## config.mk

```make
export PLATFORM = sky130hd
export DESIGN_NAME = svo_io_logic
export DESIGN_NICKNAME = d
export VERILOG_FILES = /design/src/pkg/svo_pkg.sv /design/src/svo_pulse_decode.sv /design/src/svo_io_logic.sv
export SDC_FILE = /design/constraint.sdc
export NUM_CORES = 1
export LEC_CHECK = 0
export ABC_AREA = 1
export BUFFER_PORTS_ARGS = -buffer_cell sky130_fd_sc_hd__buf_2
export CORE_UTILIZATION = 45
export CTS_CLUSTER_SIZE = 30
export DETAILED_ROUTE_END_ITERATION = 10
export PLACE_DENSITY = 0.67
export SYNTH_ARGS = -nofsm -noshare
export SYNTH_HDL_FRONTEND = slang
export SYNTH_SLANG_ARGS = --single-unit
```

## constraint.sdc

```tcl
create_clock -name core_clk -period 6.9 [get_ports core_clk]
set_clock_uncertainty 0.2 [all_clocks]
set_input_delay 0.345 -clock core_clk [delete_from_list [all_inputs] [get_ports core_clk]]
set_output_delay 0.345 -clock core_clk [all_outputs]
set_load 0.03 [all_outputs]
```

## src/pkg/svo_pkg.sv

```systemverilog
/*
 * Shared constants for the servo command and status I/O logic: pulse format
 * codes, pin positions in the synchroniser vector, widths and reset values.
 * Assumes a single core clock domain; all pin levels arrive asynchronously.
 */
package svo_pkg;

    // ------------------------------------------------------------------
    // command pulse formats
    // ------------------------------------------------------------------
    localparam logic [1:0] SVO_FMT_PULSE_SIGN = 2'h0;
    localparam logic [1:0] SVO_FMT_FWD_REV = 2'h1;
    localparam logic [1:0] SVO_FMT_QUAD = 2'h2;

    // ------------------------------------------------------------------
    // widths
    // ------------------------------------------------------------------
    localparam int SVO_PARAM_W = 16;
    localparam int SVO_DEV_W = 32;

    // ------------------------------------------------------------------
    // bit positions in the pin synchroniser vector
    // ------------------------------------------------------------------
    localparam int SVO_PIN_ENABLE = 0;
    localparam int SVO_PIN_ALM_CLR = 1;
    localparam int SVO_PIN_FWD_INH = 2;
    localparam int SVO_PIN_REV_INH = 3;
    localparam int SVO_PIN_DEV_CLR = 4;
    localparam int SVO_PIN_PULSE_INH = 5;
    localparam int SVO_PIN_GEAR_SEL = 6;
    localparam int SVO_PIN_CMD_PULSE = 7;
    localparam int SVO_PIN_CMD_SIGN = 8;
    localparam int SVO_PIN_ENC_A = 9;
    localparam int SVO_PIN_ENC_B = 10;
    localparam int SVO_PIN_ENC_Z = 11;
    localparam int SVO_PIN_COUNT = 12;

    // ------------------------------------------------------------------
    // reset values
    // ------------------------------------------------------------------
    localparam logic [SVO_PIN_COUNT-1:0] SVO_SYNC_RESET = 12'h000;
    localparam logic [SVO_DEV_W-1:0] SVO_DEV_RESET = 32'h0000_0000;
    localparam logic [SVO_PARAM_W-1:0] SVO_ACC_RESET = 16'h0000;
    localparam logic [1:0] SVO_QUAD_RESET = 2'h0;
    localparam logic [1:0] SVO_PAIR_RESET = 2'h0;

endpackage

```

## src/svo_pulse_decode.sv

```systemverilog
/*
 * Decoder for one pulse pair: turns two synchronised levels into a one-cycle
 * step strobe and a direction bit, in any of the three pulse formats.
 * Assumes ch_a and ch_b are already synchronised to core_clk.
 */
`timescale 1ns/1ps
`default_nettype none
module svo_pulse_decode
    import svo_pkg::*;
(
    input wire logic core_clk,
    input wire logic alarm_clear_in_n,
    input wire logic [1:0] format_sel,
    input wire logic ch_a,
    input wire logic ch_b,
    output logic step,
    output logic dir_fwd
);

    logic [1:0] prev_r;
    logic [1:0] prev_nxt;
    logic [1:0] pos_now;
    logic [1:0] pos_old;
    logic [1:0] pos_diff;

    // ------------------------------------------------------------------
    // decode the pair per format
    // ------------------------------------------------------------------
    always_comb begin
        prev_nxt = {ch_a, ch_b};
        pos_now = {ch_a, ch_a ^ ch_b};
        pos_old = {prev_r[1], prev_r[1] ^ prev_r[0]};
        pos_diff = pos_now - pos_old;
        step = 1'b0;
        dir_fwd = 1'b0;
        case (format_sel)
            SVO_FMT_PULSE_SIGN: begin
                step = ch_a & ~prev_r[1];
                dir_fwd = ch_b; // sign high means forward
            end
            SVO_FMT_FWD_REV: begin
                // simultaneous edges on both lines cancel out
                step = (ch_a & ~prev_r[1]) ^ (ch_b & ~prev_r[0]);
                dir_fwd = ch_a & ~prev_r[1];
            end
            SVO_FMT_QUAD: begin
                // x4 decoding; a two-state jump is illegal and dropped
                step = (pos_diff == 2'h1) || (pos_diff == 2'h3);
                dir_fwd = (pos_diff == 2'h1);
            end
            default: begin
                step = 1'b0;
                dir_fwd = 1'b0;
            end
        endcase
    end

    always_ff @(posedge core_clk or negedge alarm_clear_in_n) begin
        if (!alarm_clear_in_n) begin
            prev_r <= SVO_PAIR_RESET;
        end else begin
            prev_r <= prev_nxt;
        end
    end

endmodule
`default_nettype wire

```

## src/svo_io_logic.sv

```systemverilog
/*
 * Servo drive command and status I/O: synchronises the controller's function
 * inputs and command pulses, keeps the position deviation counter, and drives
 * in-position, hold/brake, alarm, index and divided encoder echo outputs.
 * Assumes alarm_event_in and all *_param inputs come from core_clk logic.
 */
`timescale 1ns/1ps
`default_nettype none
module svo_io_logic
    import svo_pkg::*;
#(
    parameter int PARAM_W = SVO_PARAM_W,
    parameter int DEV_W = SVO_DEV_W
) (
    input wire logic core_clk,
    input wire logic alarm_clear_in_n,
    input wire logic servo_enable_in,
    input wire logic alarm_clear_in,
    input wire logic forward_inhibit_in,
    input wire logic reverse_inhibit_in,
    input wire logic deviation_clear_in,
    input wire logic pulse_inhibit_in,
    input wire logic gear_select_in,
    input wire logic command_pulse_in,
    input wire logic command_sign_in,
    input wire logic encoder_a_in,
    input wire logic encoder_b_in,
    input wire logic encoder_z_in,
    input wire logic alarm_event_in,
    input wire logic [1:0] pulse_format_param,
    input wire logic [PARAM_W-1:0] primary_gear_param,
    input wire logic [PARAM_W-1:0] alternate_gear_param,
    input wire logic [PARAM_W-1:0] in_position_param,
    input wire logic [PARAM_W-1:0] encoder_divider_a_param,
    input wire logic [PARAM_W-1:0] encoder_divider_b_param,
    output logic drive_enable_out,
    output logic forward_motion_ok_out,
    output logic reverse_motion_ok_out,
    output logic in_position_out,
    output logic hold_brake_out,
    output logic alarm_ok_out,
    output logic index_open_collector_out,
    output logic encoder_a_out,
    output logic encoder_b_out,
    output logic encoder_index_out,
    output logic signed [DEV_W-1:0] deviation_out
);

    // ------------------------------------------------------------------
    // pin synchronisers
    // ------------------------------------------------------------------
    logic [SVO_PIN_COUNT-1:0] pin_raw;
    logic [SVO_PIN_COUNT-1:0] sync1_r;
    logic [SVO_PIN_COUNT-1:0] sync2_r;

    assign pin_raw = {encoder_z_in, encoder_b_in, encoder_a_in, command_sign_in, command_pulse_in,
                      gear_select_in, pulse_inhibit_in, deviation_clear_in, reverse_inhibit_in,
                      forward_inhibit_in, alarm_clear_in, servo_enable_in};

    // two flops per pin; only sync2_r is read by logic
    genvar gi;
    generate
        for (gi = 0; gi < SVO_PIN_COUNT; gi++) begin : g_sync
            always_ff @(posedge core_clk or negedge alarm_clear_in_n) begin
                if (!alarm_clear_in_n) begin
                    sync1_r[gi] <= SVO_SYNC_RESET[gi];
                    sync2_r[gi] <= SVO_SYNC_RESET[gi];
                end else begin
                    sync1_r[gi] <= pin_raw[gi];
                    sync2_r[gi] <= sync1_r[gi];
                end
            end
        end
    endgenerate

    logic en_s, clr_s, fwd_s, rev_s, dclr_s, inh_s, gear_s, z_s;
    assign en_s = sync2_r[SVO_PIN_ENABLE];
    assign clr_s = sync2_r[SVO_PIN_ALM_CLR];
    assign fwd_s = sync2_r[SVO_PIN_FWD_INH];
    assign rev_s = sync2_r[SVO_PIN_REV_INH];
    assign dclr_s = sync2_r[SVO_PIN_DEV_CLR];
    assign inh_s = sync2_r[SVO_PIN_PULSE_INH];
    assign gear_s = sync2_r[SVO_PIN_GEAR_SEL];
    assign z_s = sync2_r[SVO_PIN_ENC_Z];

    // ------------------------------------------------------------------
    // pulse decoders: command pair in the chosen format, feedback as quadrature
    // ------------------------------------------------------------------
    logic cmd_step, cmd_fwd, fb_step, fb_fwd;

    svo_pulse_decode u_cmd_dec (
        .core_clk(core_clk),
        .alarm_clear_in_n(alarm_clear_in_n),
        .format_sel(pulse_format_param),
        .ch_a(sync2_r[SVO_PIN_CMD_PULSE]),
        .ch_b(sync2_r[SVO_PIN_CMD_SIGN]),
        .step(cmd_step),
        .dir_fwd(cmd_fwd)
    );

    svo_pulse_decode u_fb_dec (
        .core_clk(core_clk),
        .alarm_clear_in_n(alarm_clear_in_n),
        .format_sel(SVO_FMT_QUAD),
        .ch_a(sync2_r[SVO_PIN_ENC_A]),
        .ch_b(sync2_r[SVO_PIN_ENC_B]),
        .step(fb_step),
        .dir_fwd(fb_fwd)
    );

    // ------------------------------------------------------------------
    // alarm latch and status outputs
    // ------------------------------------------------------------------
    logic alarm_r, alarm_nxt, clr_prev_r, clr_fall;
    logic drive_r, drive_nxt, fwd_ok_r, fwd_ok_nxt, rev_ok_r, rev_ok_nxt;
    logic hold_r, hold_nxt, alarm_ok_r, alarm_ok_nxt, index_r;

    // the release of the clear input is the clearing event, not its level
    assign clr_fall = clr_prev_r & ~clr_s;

    always_comb begin
        // a new fault in the release cycle still latches
        alarm_nxt = alarm_r;
        if (alarm_event_in) begin
            alarm_nxt = 1'b1;
        end else if (clr_fall) begin
            alarm_nxt = 1'b0;
        end
        alarm_ok_nxt = ~alarm_nxt;
        drive_nxt = en_s & ~alarm_nxt;
        fwd_ok_nxt = drive_nxt & ~fwd_s;
        rev_ok_nxt = drive_nxt & ~rev_s;
        hold_nxt = drive_nxt & ~fwd_s & ~rev_s;
    end

    always_ff @(posedge core_clk or negedge alarm_clear_in_n) begin
        if (!alarm_clear_in_n) begin
            alarm_r <= 1'b0;
            clr_prev_r <= 1'b0;
            alarm_ok_r <= 1'b0;
            drive_r <= 1'b0;
            fwd_ok_r <= 1'b0;
            rev_ok_r <= 1'b0;
            hold_r <= 1'b0;
            index_r <= 1'b0;
        end else begin
            alarm_r <= alarm_nxt;
            clr_prev_r <= clr_s;
            alarm_ok_r <= alarm_ok_nxt;
            drive_r <= drive_nxt;
            fwd_ok_r <= fwd_ok_nxt;
            rev_ok_r <= rev_ok_nxt;
            hold_r <= hold_nxt;
            index_r <= z_s;
        end
    end

    // ------------------------------------------------------------------
    // position deviation counter
    // ------------------------------------------------------------------
    logic signed [DEV_W-1:0] dev_r, dev_nxt, gear_amt, dev_mag;
    logic cmd_accept, in_pos_r, in_pos_nxt;

    always_comb begin
        // commands towards a prohibited side are dropped, not deferred
        cmd_accept = en_s & ~inh_s & cmd_step & ~(cmd_fwd ? fwd_s : rev_s);
        gear_amt = signed'({{(DEV_W-PARAM_W){1'b0}}, (gear_s ? alternate_gear_param : primary_gear_param)});
        dev_nxt = dev_r;
        if (cmd_accept) begin
            dev_nxt = cmd_fwd ? dev_nxt + gear_amt : dev_nxt - gear_amt;
        end
        if (fb_step) begin
            dev_nxt = fb_fwd ? dev_nxt - DEV_W'(1) : dev_nxt + DEV_W'(1);
        end
        // a coasting motor must not build up a stale error
        if (dclr_s || !en_s) begin
            dev_nxt = SVO_DEV_RESET;
        end
        dev_mag = dev_nxt[DEV_W-1] ? -dev_nxt : dev_nxt;
        in_pos_nxt = (dev_mag <= signed'({{(DEV_W-PARAM_W){1'b0}}, in_position_param}));
    end

    always_ff @(posedge core_clk or negedge alarm_clear_in_n) begin
        if (!alarm_clear_in_n) begin
            dev_r <= SVO_DEV_RESET;
            in_pos_r <= 1'b0;
        end else begin
            dev_r <= dev_nxt;
            in_pos_r <= in_pos_nxt;
        end
    end

    // ------------------------------------------------------------------
    // divided encoder echo: fractional rate a/b, at most one step per count
    // ------------------------------------------------------------------
    logic [PARAM_W-1:0] acc_r, acc_nxt;
    logic [PARAM_W:0] acc_sum;
    logic [1:0] quad_r, quad_nxt;
    logic [1:0] echo_pins_r, echo_pins_nxt;
    logic echo_step;

    always_comb begin
        acc_sum = {1'b0, acc_r} + {1'b0, encoder_divider_a_param};
        acc_nxt = acc_r;
        quad_nxt = quad_r;
        // a zero divisor fires on every count; pass each count and hold the accumulator at reset
        echo_step = fb_step && ((encoder_divider_b_param == '0) ||
                    (acc_sum >= {1'b0, encoder_divider_b_param}));
        if (fb_step) begin
            acc_nxt = echo_step ? ((encoder_divider_b_param == '0) ? SVO_ACC_RESET :
                      PARAM_W'(acc_sum - {1'b0, encoder_divider_b_param})) : acc_sum[PARAM_W-1:0];
        end
        if (echo_step) begin
            quad_nxt = fb_fwd ? quad_r + 2'h1 : quad_r - 2'h1;
        end
        // pins get their own flops: a counter step that flips both bits must not glitch the B line
        echo_pins_nxt = {quad_nxt[1], quad_nxt[1] ^ quad_nxt[0]};
    end

    always_ff @(posedge core_clk or negedge alarm_clear_in_n) begin
        if (!alarm_clear_in_n) begin
            acc_r <= SVO_ACC_RESET;
            quad_r <= SVO_QUAD_RESET;
            echo_pins_r <= SVO_QUAD_RESET;
        end else begin
            acc_r <= acc_nxt;
            quad_r <= quad_nxt;
            echo_pins_r <= echo_pins_nxt;
        end
    end

    // ------------------------------------------------------------------
    // outputs
    // ------------------------------------------------------------------
    assign drive_enable_out = drive_r;
    assign forward_motion_ok_out = fwd_ok_r;
    assign reverse_motion_ok_out = rev_ok_r;
    assign in_position_out = in_pos_r;
    assign hold_brake_out = hold_r;
    assign alarm_ok_out = alarm_ok_r;
    assign index_open_collector_out = index_r;
    assign encoder_a_out = echo_pins_r[1];
    assign encoder_b_out = echo_pins_r[0];
    assign encoder_index_out = index_r;
    assign deviation_out = dev_r;
endmodule
`default_nettype wire

```

After elaboration in Yosys (flattened, before gate mapping)
Index checks and enable logic that the tools add are counted.
{"block": "word_totals", "regBits": 89, "inputBits": 97, "output_inout_bits": 42, "elab_cells": 106}
{"block": "op_classes", "addsub": 11, "order_cmp": 2, "eq_ne": 6, "muxes": 16, "bitwise_logic": 24, "reduce_logical": 8}
{"op": "$mux W32", "count": 6}
{"op": "$mux W16", "count": 3}
{"op": "$add A32 B17 Y32", "count": 1}
{"op": "$add A32 B2 Y32 const B", "count": 1}
{"op": "$le A32 B17 Y1", "count": 1}
{"op": "$neg A32 Y32", "count": 1}
{"op": "$sub A32 B17 Y32", "count": 1}
{"op": "$sub A32 B2 Y32 const B", "count": 1}
{"op": "$add A16 B16 Y17", "count": 1}
{"op": "$ge A17 B16 Y1", "count": 1}
{"op": "$logic_not A16 Y1", "count": 1}
{"op": "$sub A16 B16 Y16", "count": 1}
{"op": "$and A1 B1 Y1", "count": 10}
{"op": "$not A1 Y1", "count": 8}
{"op": "$eq A2 B1 Y1 const B", "count": 3}
{"op": "$eq A2 B2 Y1 const B", "count": 3}
{"op": "$pmux W1 S3", "count": 2}
{"op": "$xor A1 B1 Y1", "count": 6}
{"op": "$logic_or A1 B1 Y1", "count": 4}
{"op": "$mux W2", "count": 2}
{"op": "$sub A2 B2 Y2", "count": 2}
{"op": "$mux W1", "count": 3}
{"op": "$add A2 B1 Y2 const B", "count": 1}
{"op": "$logic_not A2 Y1", "count": 1}
{"op": "3 further kinds", "count": 3}

Longest topological paths before layout
Gate-level depths: netlist of the first run.
{"block": "depth", "ltp_word": 15, "depth_mapped": 61, "depth_no_buf": 57}

By module
Synthesis of the first run repeated with hierarchy kept, for this count alone.
{"block": "unflattened", "hier_cells": 2080, "area_unflattened_um2": 12326.8}
{"mod": "svo_io_logic", "n_inst": 1, "cells_per_inst": 2012, "area_per_inst_um2": 11916.4, "seq_area_each_um2": 2102.0}
{"mod": "svo_pulse_decode", "n_inst": 2, "cells_per_inst": 34, "area_per_inst_um2": 205.2, "seq_area_each_um2": 50.0}

Least setup slack after synthesis of the first run
Ideal clock, no wire load.
{"block": "synth_path", "path_type": "register to register", "from": "register sync2_r[6], in the netlist gear_s", "to": "register in_pos_r, in the netlist in_position_out", "setup_ns": 0.065, "t_arrival_ns": 7.281, "required_ns": 6.635, "slack_ns": -0.647, "path_stages_with_launch": 59, "n_path_buf": 5, "synth_period_minus_slack_ns": 7.547, "path_cell_list": "dfrtp_1 clkbuf_1 clkbuf_1 nand2_1 o21ai_0 inv_1 nor3_1 nand3_1 nor3_1 nand3_1 nor3_1 and3_1 clkbuf_1 ha_1 nand2_1 o21ai_0 ha_1 nand2_1 (+23 left out) nand2_1 xor2_1 inv_1 ha_1 a21oi_1 o21a_1 o221ai_1 nand2_1 o2111ai_1 nand2_1 nand2_1 inv_1 nand2_1 nor2_1 nand2_1 nor2_1 nand2_1 nand2_1"}
{"block": "synth_via", "elab_chain_len": 11, "elab_cells_between_ends": 13, "classes_between": "add/sub (5); order compare (1); mux (7)"}
{"item": "start, declared", "line_no": "svo_io_logic.sv:54", "source": "logic [SVO_PIN_COUNT-1:0] sync2_r;"}
{"item": "start signal, assigned by index", "line_no": "svo_io_logic.sv:67", "source": "sync2_r[gi] <= SVO_SYNC_RESET[gi];"}
{"item": "start signal, assigned by index", "line_no": "svo_io_logic.sv:70", "source": "sync2_r[gi] <= sync1_r[gi];"}
{"item": "$mux W16 *", "line_no": "svo_io_logic.sv:167", "source": "gear_amt = signed'({{(DEV_W-PARAM_W){1'b0}}, (gear_s ? alternate_gear_param : primary_gear_param)});"}
{"item": "$sub A32 B17 Y32 / $add A32 B17 Y32 (equally long branches)", "line_no": "svo_io_logic.sv:170", "source": "dev_nxt = cmd_fwd ? dev_nxt + gear_amt : dev_nxt - gear_amt;"}
{"item": "$mux W32 *", "line_no": "svo_io_logic.sv:170"}
{"item": "$mux W32 *", "line_no": "svo_io_logic.sv:169", "source": "if (cmd_accept) begin"}
{"item": "$add A32 B2 Y32 / $sub A32 B2 Y32 (equally long branches)", "line_no": "svo_io_logic.sv:173", "source": "dev_nxt = fb_fwd ? dev_nxt - DEV_W'(1) : dev_nxt + DEV_W'(1);"}
{"item": "$mux W32", "line_no": "svo_io_logic.sv:173"}
{"item": "$mux W32 *", "line_no": "svo_io_logic.sv:172", "source": "if (fb_step) begin"}
{"item": "$mux W32 *", "line_no": "svo_io_logic.sv:176", "source": "if (dclr_s || !en_s) begin"}
{"item": "named net dev_nxt[31]", "line_no": "svo_io_logic.sv:161", "source": "logic signed [DEV_W-1:0] dev_r, dev_nxt, gear_amt, dev_mag;"}
{"item": "$neg A32 Y32", "line_no": "svo_io_logic.sv:179", "source": "dev_mag = dev_nxt[DEV_W-1] ? -dev_nxt : dev_nxt;"}
{"item": "$mux W32 *", "line_no": "svo_io_logic.sv:179"}
{"item": "$le A32 B17 Y1 *", "line_no": "svo_io_logic.sv:180", "source": "in_pos_nxt = (dev_mag <= signed'({{(DEV_W-PARAM_W){1'b0}}, in_position_param}));"}
{"item": "named net in_pos_nxt", "line_no": "svo_io_logic.sv:162", "source": "logic cmd_accept, in_pos_r, in_pos_nxt;"}
{"item": "end signal, assigned", "line_no": "svo_io_logic.sv:189", "source": "in_pos_r <= in_pos_nxt;"}
{"item": "end, declared", "line_no": "svo_io_logic.sv:162"}
The timed path passes the listed nets; every way through them passes the cells marked *.
A chain may end at the register's enable or synchronous reset.

Worst setup path after layout of the first run
{"block": "layout_path", "from": "register sync2_r[6], in the netlist gear_s", "to": "register in_pos_r, in the netlist in_position_out"}
{"block": "layout_via", "elab_chain_len": 11, "elab_cells_between_ends": 13, "classes_between": "add/sub (5); order compare (1); mux (7)"}
{"item": "$mux W16 *", "line_no": "svo_io_logic.sv:167"}
{"item": "$sub A32 B17 Y32 / $add A32 B17 Y32 (equally long branches)", "line_no": "svo_io_logic.sv:170"}
{"item": "$mux W32 *", "line_no": "svo_io_logic.sv:170"}
{"item": "$mux W32 *", "line_no": "svo_io_logic.sv:169"}
{"item": "$add A32 B2 Y32 / $sub A32 B2 Y32 (equally long branches)", "line_no": "svo_io_logic.sv:173"}
{"item": "$mux W32", "line_no": "svo_io_logic.sv:173"}
{"item": "$mux W32 *", "line_no": "svo_io_logic.sv:172"}
{"item": "$mux W32 *", "line_no": "svo_io_logic.sv:176"}
{"item": "$neg A32 Y32", "line_no": "svo_io_logic.sv:179"}
{"item": "$mux W32 *", "line_no": "svo_io_logic.sv:179"}
{"item": "$le A32 B17 Y1 *", "line_no": "svo_io_logic.sv:180"}
{"item": "named net in_pos_nxt", "line_no": "svo_io_logic.sv:162"}
Marks and branches as above.

==> impl_metrics.toml, run 1 <==
[clocking]
clock_latency_ns = 0.36
cts_tree = "done"
cts_made_buffers = 9
clk_pin_slew_ns = 0.07
htreeDepth = 3
clk_path_buf_depth = 2
cts.sink_count = 88
cts_root_buffer = "clkbuf_16"

[pwr]
vdd_drop_max_mv = 0.400
powerDensity_nw_per_um2 = 286
power_leakage_nw = 9.12

[synth]
synth_nets = 2059
syn_area_um2 = 11500
async_flop_share = 1.00
ys_seq_area_frac = 0.191
ys_ff_latch = 88
yosysWarnings = 0
ys_types = 56
synth_edf_count = 0
postSynthAreaPerCell_um2 = 6.25
ys.flop_type = "dfrtp_1"
syn_inst = 1842

[floorplanning]
rows = 58
die_w_um = 162
die_y_um = 162
design.core.area_um2 = 25200
ios = 139
start_util = 0.458
die_area_um2 = 26200

[timing]
timing.final.max_slew_violations = 0
finalHoldViolCount = 0
setup_violations = 1
period_share = 1.08
worst_pin_slew_ns = 0.884
fin_ws_ns = -0.523
rsz0062_at_grt = "true"
relSlewSlack = 0.411
max_freq_mhz = 135
period_needed_ns = 7.42

[global_route]
grt_pass1_vias = 13335
grt_pass1_wl_um = 63700
grt_overflow_total = 0
grt_max_degree = 72
grt_usage = 0.309
antenna_found_initial = 0

[finish]
instances_no_fill = 2639
final_cell_mix = "422 x nand2_1, 324 x buf_4, 320 x inv_1"
mostFrequentLayoutCell = "nand2_1"
drive_gt1_frac = 0.273
areaGrowthSynthToFinish_pct = 38.2
diodes = 0
nets = 2521
design_area_um2 = 15900

[worst_setup_path]
r2r-start = "gear_s$_DFF_PN0_"
worstSetupPathType = "flip-flop to flip-flop"
worst-path-max-fanout = 6
cpMaxStageDelayCell = "dfrtp_2"
reg2reg_depth = 52
path_buf_inv = 7
endpoint_kind = "flip-flop"
crit_path_frequent_cell = "nand2_1"
cp_data_arrival_time_ns = 7.52
cp.required_ns = 6.99
path_delay_family = "simple AND/OR/NAND/NOR gates"
reg2reg_to = "in_position_out$_DFF_PN0_"
r2r_slack_ns = -0.52
crit_path_max_incr_delay_ns = 0.45
start_kind = "flip-flop"

[drt]
drtPass1Iterations = 5
drc_errors = 0
viasPerCell = 5.16
vias = 13607
drt_iter0_markers = 886
ant_nets = 0
wl_per_cell_um = 15.3
totalWireLength_um = 40400

[placed_design]
dp_cells = 2603
gp_congestion = 0.912
post_dp_cell_area_um2 = 15000
io_buffers = 138
hpwl_um = 33100

[job]
max-cap-violations = 0

[hold_path]
min_from = "alarm_event_in"
hold_path_end = "alarm_r$_DFF_PN0_"
hold_class = "primary input to flip-flop"
whs_path_depth = 3

[run_status]
violations = "setup timing"
status = "complete, but fails checks"
==> how the worst max path moves through the flow <==
stage	cells past startpoint	slack, ns	endpoint	startpoint
after global routing	53	-1.05	in_position_out$_DFF_PN0_	gear_s$_DFF_PN0_
after global placement	53	-0.52	in_position_out$_DFF_PN0_	gear_s$_DFF_PN0_
final	52	-0.52	in_position_out$_DFF_PN0_	gear_s$_DFF_PN0_
after CTS	53	-0.42	in_position_out$_DFF_PN0_	gear_s$_DFF_PN0_
after detailed placement	52	-0.63	in_position_out$_DFF_PN0_	gear_s$_DFF_PN0_
after floorplan	55	-0.07	in_position_out$_DFF_PN0_	gear_s$_DFF_PN0_
==> state kept, by name (all words and copies together) (netlist names), 2 cells and up <==
| signal | cells |
|---|---|
| u_cmd_dec.prev_r | 2 |
| acc_r | 16 |
| sync1_r | 12 |
| echo_pins_r | 2 |
| sync2_r | 4 |
| deviation_out | 32 |
| u_fb_dec.prev_r | 2 |
==> cell usage after synthesis, types with 6 or more instances <==
| cell | count | area share |
|---|---|---|
| inv_1 | 323 | 0.11 |
| dfrtp_1 | 88 | 0.19 |
| nand3_1 | 146 | 0.063 |
| a21boi_0 | 7 | 0.0046 |
| a31oi_1 | 13 | 0.0071 |
| nand3_2 | 6 | 0.0052 |
| xor2_1 | 48 | 0.036 |
| o311ai_0 | 6 | 0.0046 |
| a21oi_1 | 137 | 0.060 |
| mux2i_1 | 8 | 0.0070 |
| nand2_1 | 434 | 0.14 |
| o21ai_1 | 10 | 0.0043 |
| a21o_1 | 16 | 0.010 |
| o21ai_0 | 100 | 0.043 |
| nand4_1 | 24 | 0.013 |
| xnor2_1 | 19 | 0.014 |
| clkbuf_1 | 16 | 0.0052 |
| o21bai_1 | 10 | 0.0065 |
| inv_2 | 6 | 0.0020 |
| nor2_1 | 167 | 0.054 |
| ha_1 | 116 | 0.13 |
| nand3b_1 | 7 | 0.0046 |
| or2_2 | 14 | 0.0076 |
| a221oi_1 | 7 | 0.0053 |
| nor3_1 | 27 | 0.012 |
| nand2_2 | 15 | 0.0081 |
==> worst min-delay path: stages <==
cell and delay, ns:
buf_2 0.08, inv_1 0.03, nand2_1 0.09
==> through the flow <==
| stage | power, mW | util | setup TNS [ns] | hold slack (ns) | setup slack, ns |
|---|---|---|---|---|---|
| 3_5_place_dp | 3.86 | 0.594 | -0.631 | 0.0390 | -0.631 |
| 4_1_cts | 4.43 | 0.615 | -0.419 | 0.0123 | -0.419 |
| 5_1_grt | 4.96 | 0.632 | -1.05 | 0.0359 | -1.05 |
| 2_1_floorplan | 2.75 | - | -0.0657 | -0.151 | -0.0657 |
| 3_3_place_gp | 3.81 | 0.594 | -0.520 | 0.0382 | -0.520 |
| 6_report | 4.55 | 0.632 | -0.523 | 0.0196 | -0.523 |
==> timing repair <==
action,in CTS,in global routing
hold endpoints to repair,29,0
gates resized for setup,25,104
hold buffers,13,0
buffers inserted,0,7
pin swaps,6,46
endpoints found under the setup margin,1,2
==> cells by family (layout without fill, tap and decap cells) <==
kind of cell | Yosys count | after routing | synth area share
buffers and inverters | 359 | 826 | 0.120
AND/OR/NAND/NOR | 861 | 861 | 0.327
adder cells (fa/ha/maj) | 120 | 120 | 0.133
multiplexers | 8 | 8 | 0.00695
AO/OA/AOI/OAI | 339 | 339 | 0.171
flip-flops | 88 | 88 | 0.191
XOR/XNOR | 67 | 67 | 0.0509
==> power by group <==
group          internal, mW  switching, mW  leakage [nW]
registers             0.614         0.0697          1.09
clock network         0.296          0.243         0.151
logic                  1.37           1.95          7.87
==> metal layers <==
metal / up-vias / wire length (um) / global-route usage
li1: 6940 / - / -
met1: 6218 / 17600 / 0.381
met2: 365 / 19500 / 0.551
met3: 84 / 1830 / 0.0276
met4: 0 / 1440 / 0.125
met5: - / 0 / 0
==> layout make-up <==
type	count	area [um^2]
multi-input combinational	1395	8400
timing repair buffer	480	3340
clock buffer	10	239
clock inverter	6	75.1
tap	330	413
inverter	330	1250
sequential	88	2200
fill	2431	9260
(Power assumes the default switching activity.)
==> run 2, diff against run 1 <==
--- a/config.mk
+++ b/config.mk
@@ -7,10 +7,10 @@
 export LEC_CHECK = 0
 export ABC_AREA = 1
 export BUFFER_PORTS_ARGS = -buffer_cell sky130_fd_sc_hd__buf_2
-export CORE_UTILIZATION = 45
+export CORE_UTILIZATION = 55
 export CTS_CLUSTER_SIZE = 30
 export DETAILED_ROUTE_END_ITERATION = 10
-export PLACE_DENSITY = 0.67
+export PLACE_DENSITY = 0.79
 export SYNTH_ARGS = -nofsm -noshare
 export SYNTH_HDL_FRONTEND = slang
 export SYNTH_SLANG_ARGS = --single-unit
==> impl_metrics.toml, run 2 (synthesis results as in run 1) <==
[clocking]
cts.sink_count = 88
htreeDepth = 3
cts_made_buffers = 9
clk_path_buf_depth = 2
cts_tree = "done"
clock_latency_ns = 0.37
clk_pin_slew_ns = 0.08
cts_root_buffer = "clkbuf_16"

[timing]
worst_pin_slew_ns = 0.813
finalHoldViolCount = 0
relSlewSlack = 0.458
period_share = 1.12
setup_violations = 1
timing.final.max_slew_violations = 0
rsz0062_at_grt = "true"
fin_ws_ns = -0.854
max_freq_mhz = 129
period_needed_ns = 7.75

[drt]
wl_per_cell_um = 15.7
drt_iter0_markers = 883
ant_nets = 0
drtPass1Iterations = 5
vias = 13755
totalWireLength_um = 39800
drc_errors = 0
viasPerCell = 5.44

[global_route]
grt_usage = 0.372
grt_max_degree = 66
grt_pass1_vias = 13431
grt_pass1_wl_um = 63600
antenna_found_initial = 0
grt_overflow_total = 0

[placed_design]
hpwl_um = 32200
dpl_worst_slack_ns = -0.880
io_buffers = 138
gp_congestion = 1.02
dp_cells = 2496

[pwr]
power_leakage_nw = 8.82
vdd_drop_max_mv = 0.311
powerDensity_nw_per_um2 = 293
p_total_mw = 4.46

[floorplanning]
die_area_um2 = 21500
rows = 52
start_util = 0.566
die_w_um = 147
die_y_um = 147
design.core.area_um2 = 20400
ios = 139

[worst_setup_path]
crit_path_max_incr_delay_ns = 0.48
endpoint_kind = "flip-flop"
reg2reg_depth = 52
cpMaxStageDelayCell = "dfrtp_2"
cp_data_arrival_time_ns = 7.85
start_kind = "flip-flop"
worstSetupPathType = "flip-flop to flip-flop"
crit_path_frequent_cell = "nand2_1"
cp.required_ns = 7.00
worst-path-max-fanout = 8

[finish]
drive_gt1_frac = 0.243
final_cell_mix = "428 x nand2_1, 321 x inv_1, 278 x buf_4"
seqCellArea_um2 = 2200
nets = 2471
diodes = 0
largest_reg_flops = 32
n_fill_cell = 1685
multiInputGateArea_um2 = 8200
instances_no_fill = 2529
areaGrowthSynthToFinish_pct = 32.2
mostFrequentLayoutCell = "nand2_1"

[job]
max-cap-violations = 0

[hold_path]
hold_class = "primary input to flip-flop"
whs_path_depth = 3

[run_status]
violations = "setup timing"
status = "complete, but fails checks"
run 2: power by group:
group / internal (mW) / switching (mW)
sequential: 0.614 / 0.0712
combinational: 1.30 / 1.93
clock: 0.289 / 0.253
run 2: final timing paths:
check	start	end	slack, ns
max	gear_s$_DFF_PN0_	in_position_out$_DFF_PN0_	-0.85
min	alarm_event_in	alarm_r$_DFF_PN0_	0.11
max reg2reg	gear_s$_DFF_PN0_	in_position_out$_DFF_PN0_	-0.85
min reg2reg	sync1_r[11]$_DFF_PN0_	z_s$_DFF_PN0_	0.15
max in group asynchronous	alarm_clear_in_n	gear_s$_DFF_PN0_	5.12
min in group asynchronous	alarm_clear_in_n	sync2_r[9]$_DFF_PN0_	0.21
run 2: routing by layer:
metal | part of all wire | wire length (um) | GRT usage
met5 | 0 | 0 | 0
met1 | 0.41 | 16200 | 0.445
met4 | 0.043 | 1720 | 0.181
met2 | 0.49 | 19500 | 0.663
met3 | 0.059 | 2350 | 0.0382
run 2: cell type report:
type | instances | area share
clock buffer | 9 | 0.0148
tap | 270 | 0.0222
inverter | 330 | 0.0815
multi-input combinational | 1395 | 0.538
clock inverter | 7 | 0.00583
timing repair buffer | 430 | 0.193
sequential | 88 | 0.145
run 2: timing repair:
action / CTS / global route
buffers inserted: 0 / 4
endpoints found under the hold margin: 35 / 0
pin swaps: 2 / 21
resized for setup: 15 / 53
hold buffers: 13 / 0
endpoints found under the setup margin: 1 / 1
run 2: worst max-delay path, delay by kind of cell (launching register included):
family,cells,cell delay [ns]
DFF,1,0.48
muxes,1,0.30
and+or+nand+nor,30,3.50
adders and majority gates,4,1.19
buffers and inverters,6,0.57
AOI/OAI and AO/OA,11,1.45
run 2: per-stage QoR:
step	utilization	hold slack [ns]	cell area (um^2)	TNS [ns]
3_5_place_dp	0.713	0.0654	14500	-0.880
6_report	0.748	0.111	15200	-0.854
3_3_place_gp	0.713	0.0660	14500	-0.607
2_1_floorplan	-	-0.151	11600	-0.0657
5_1_grt	0.748	0.106	15200	-1.38
4_1_cts	0.737	0.0446	15000	-0.723
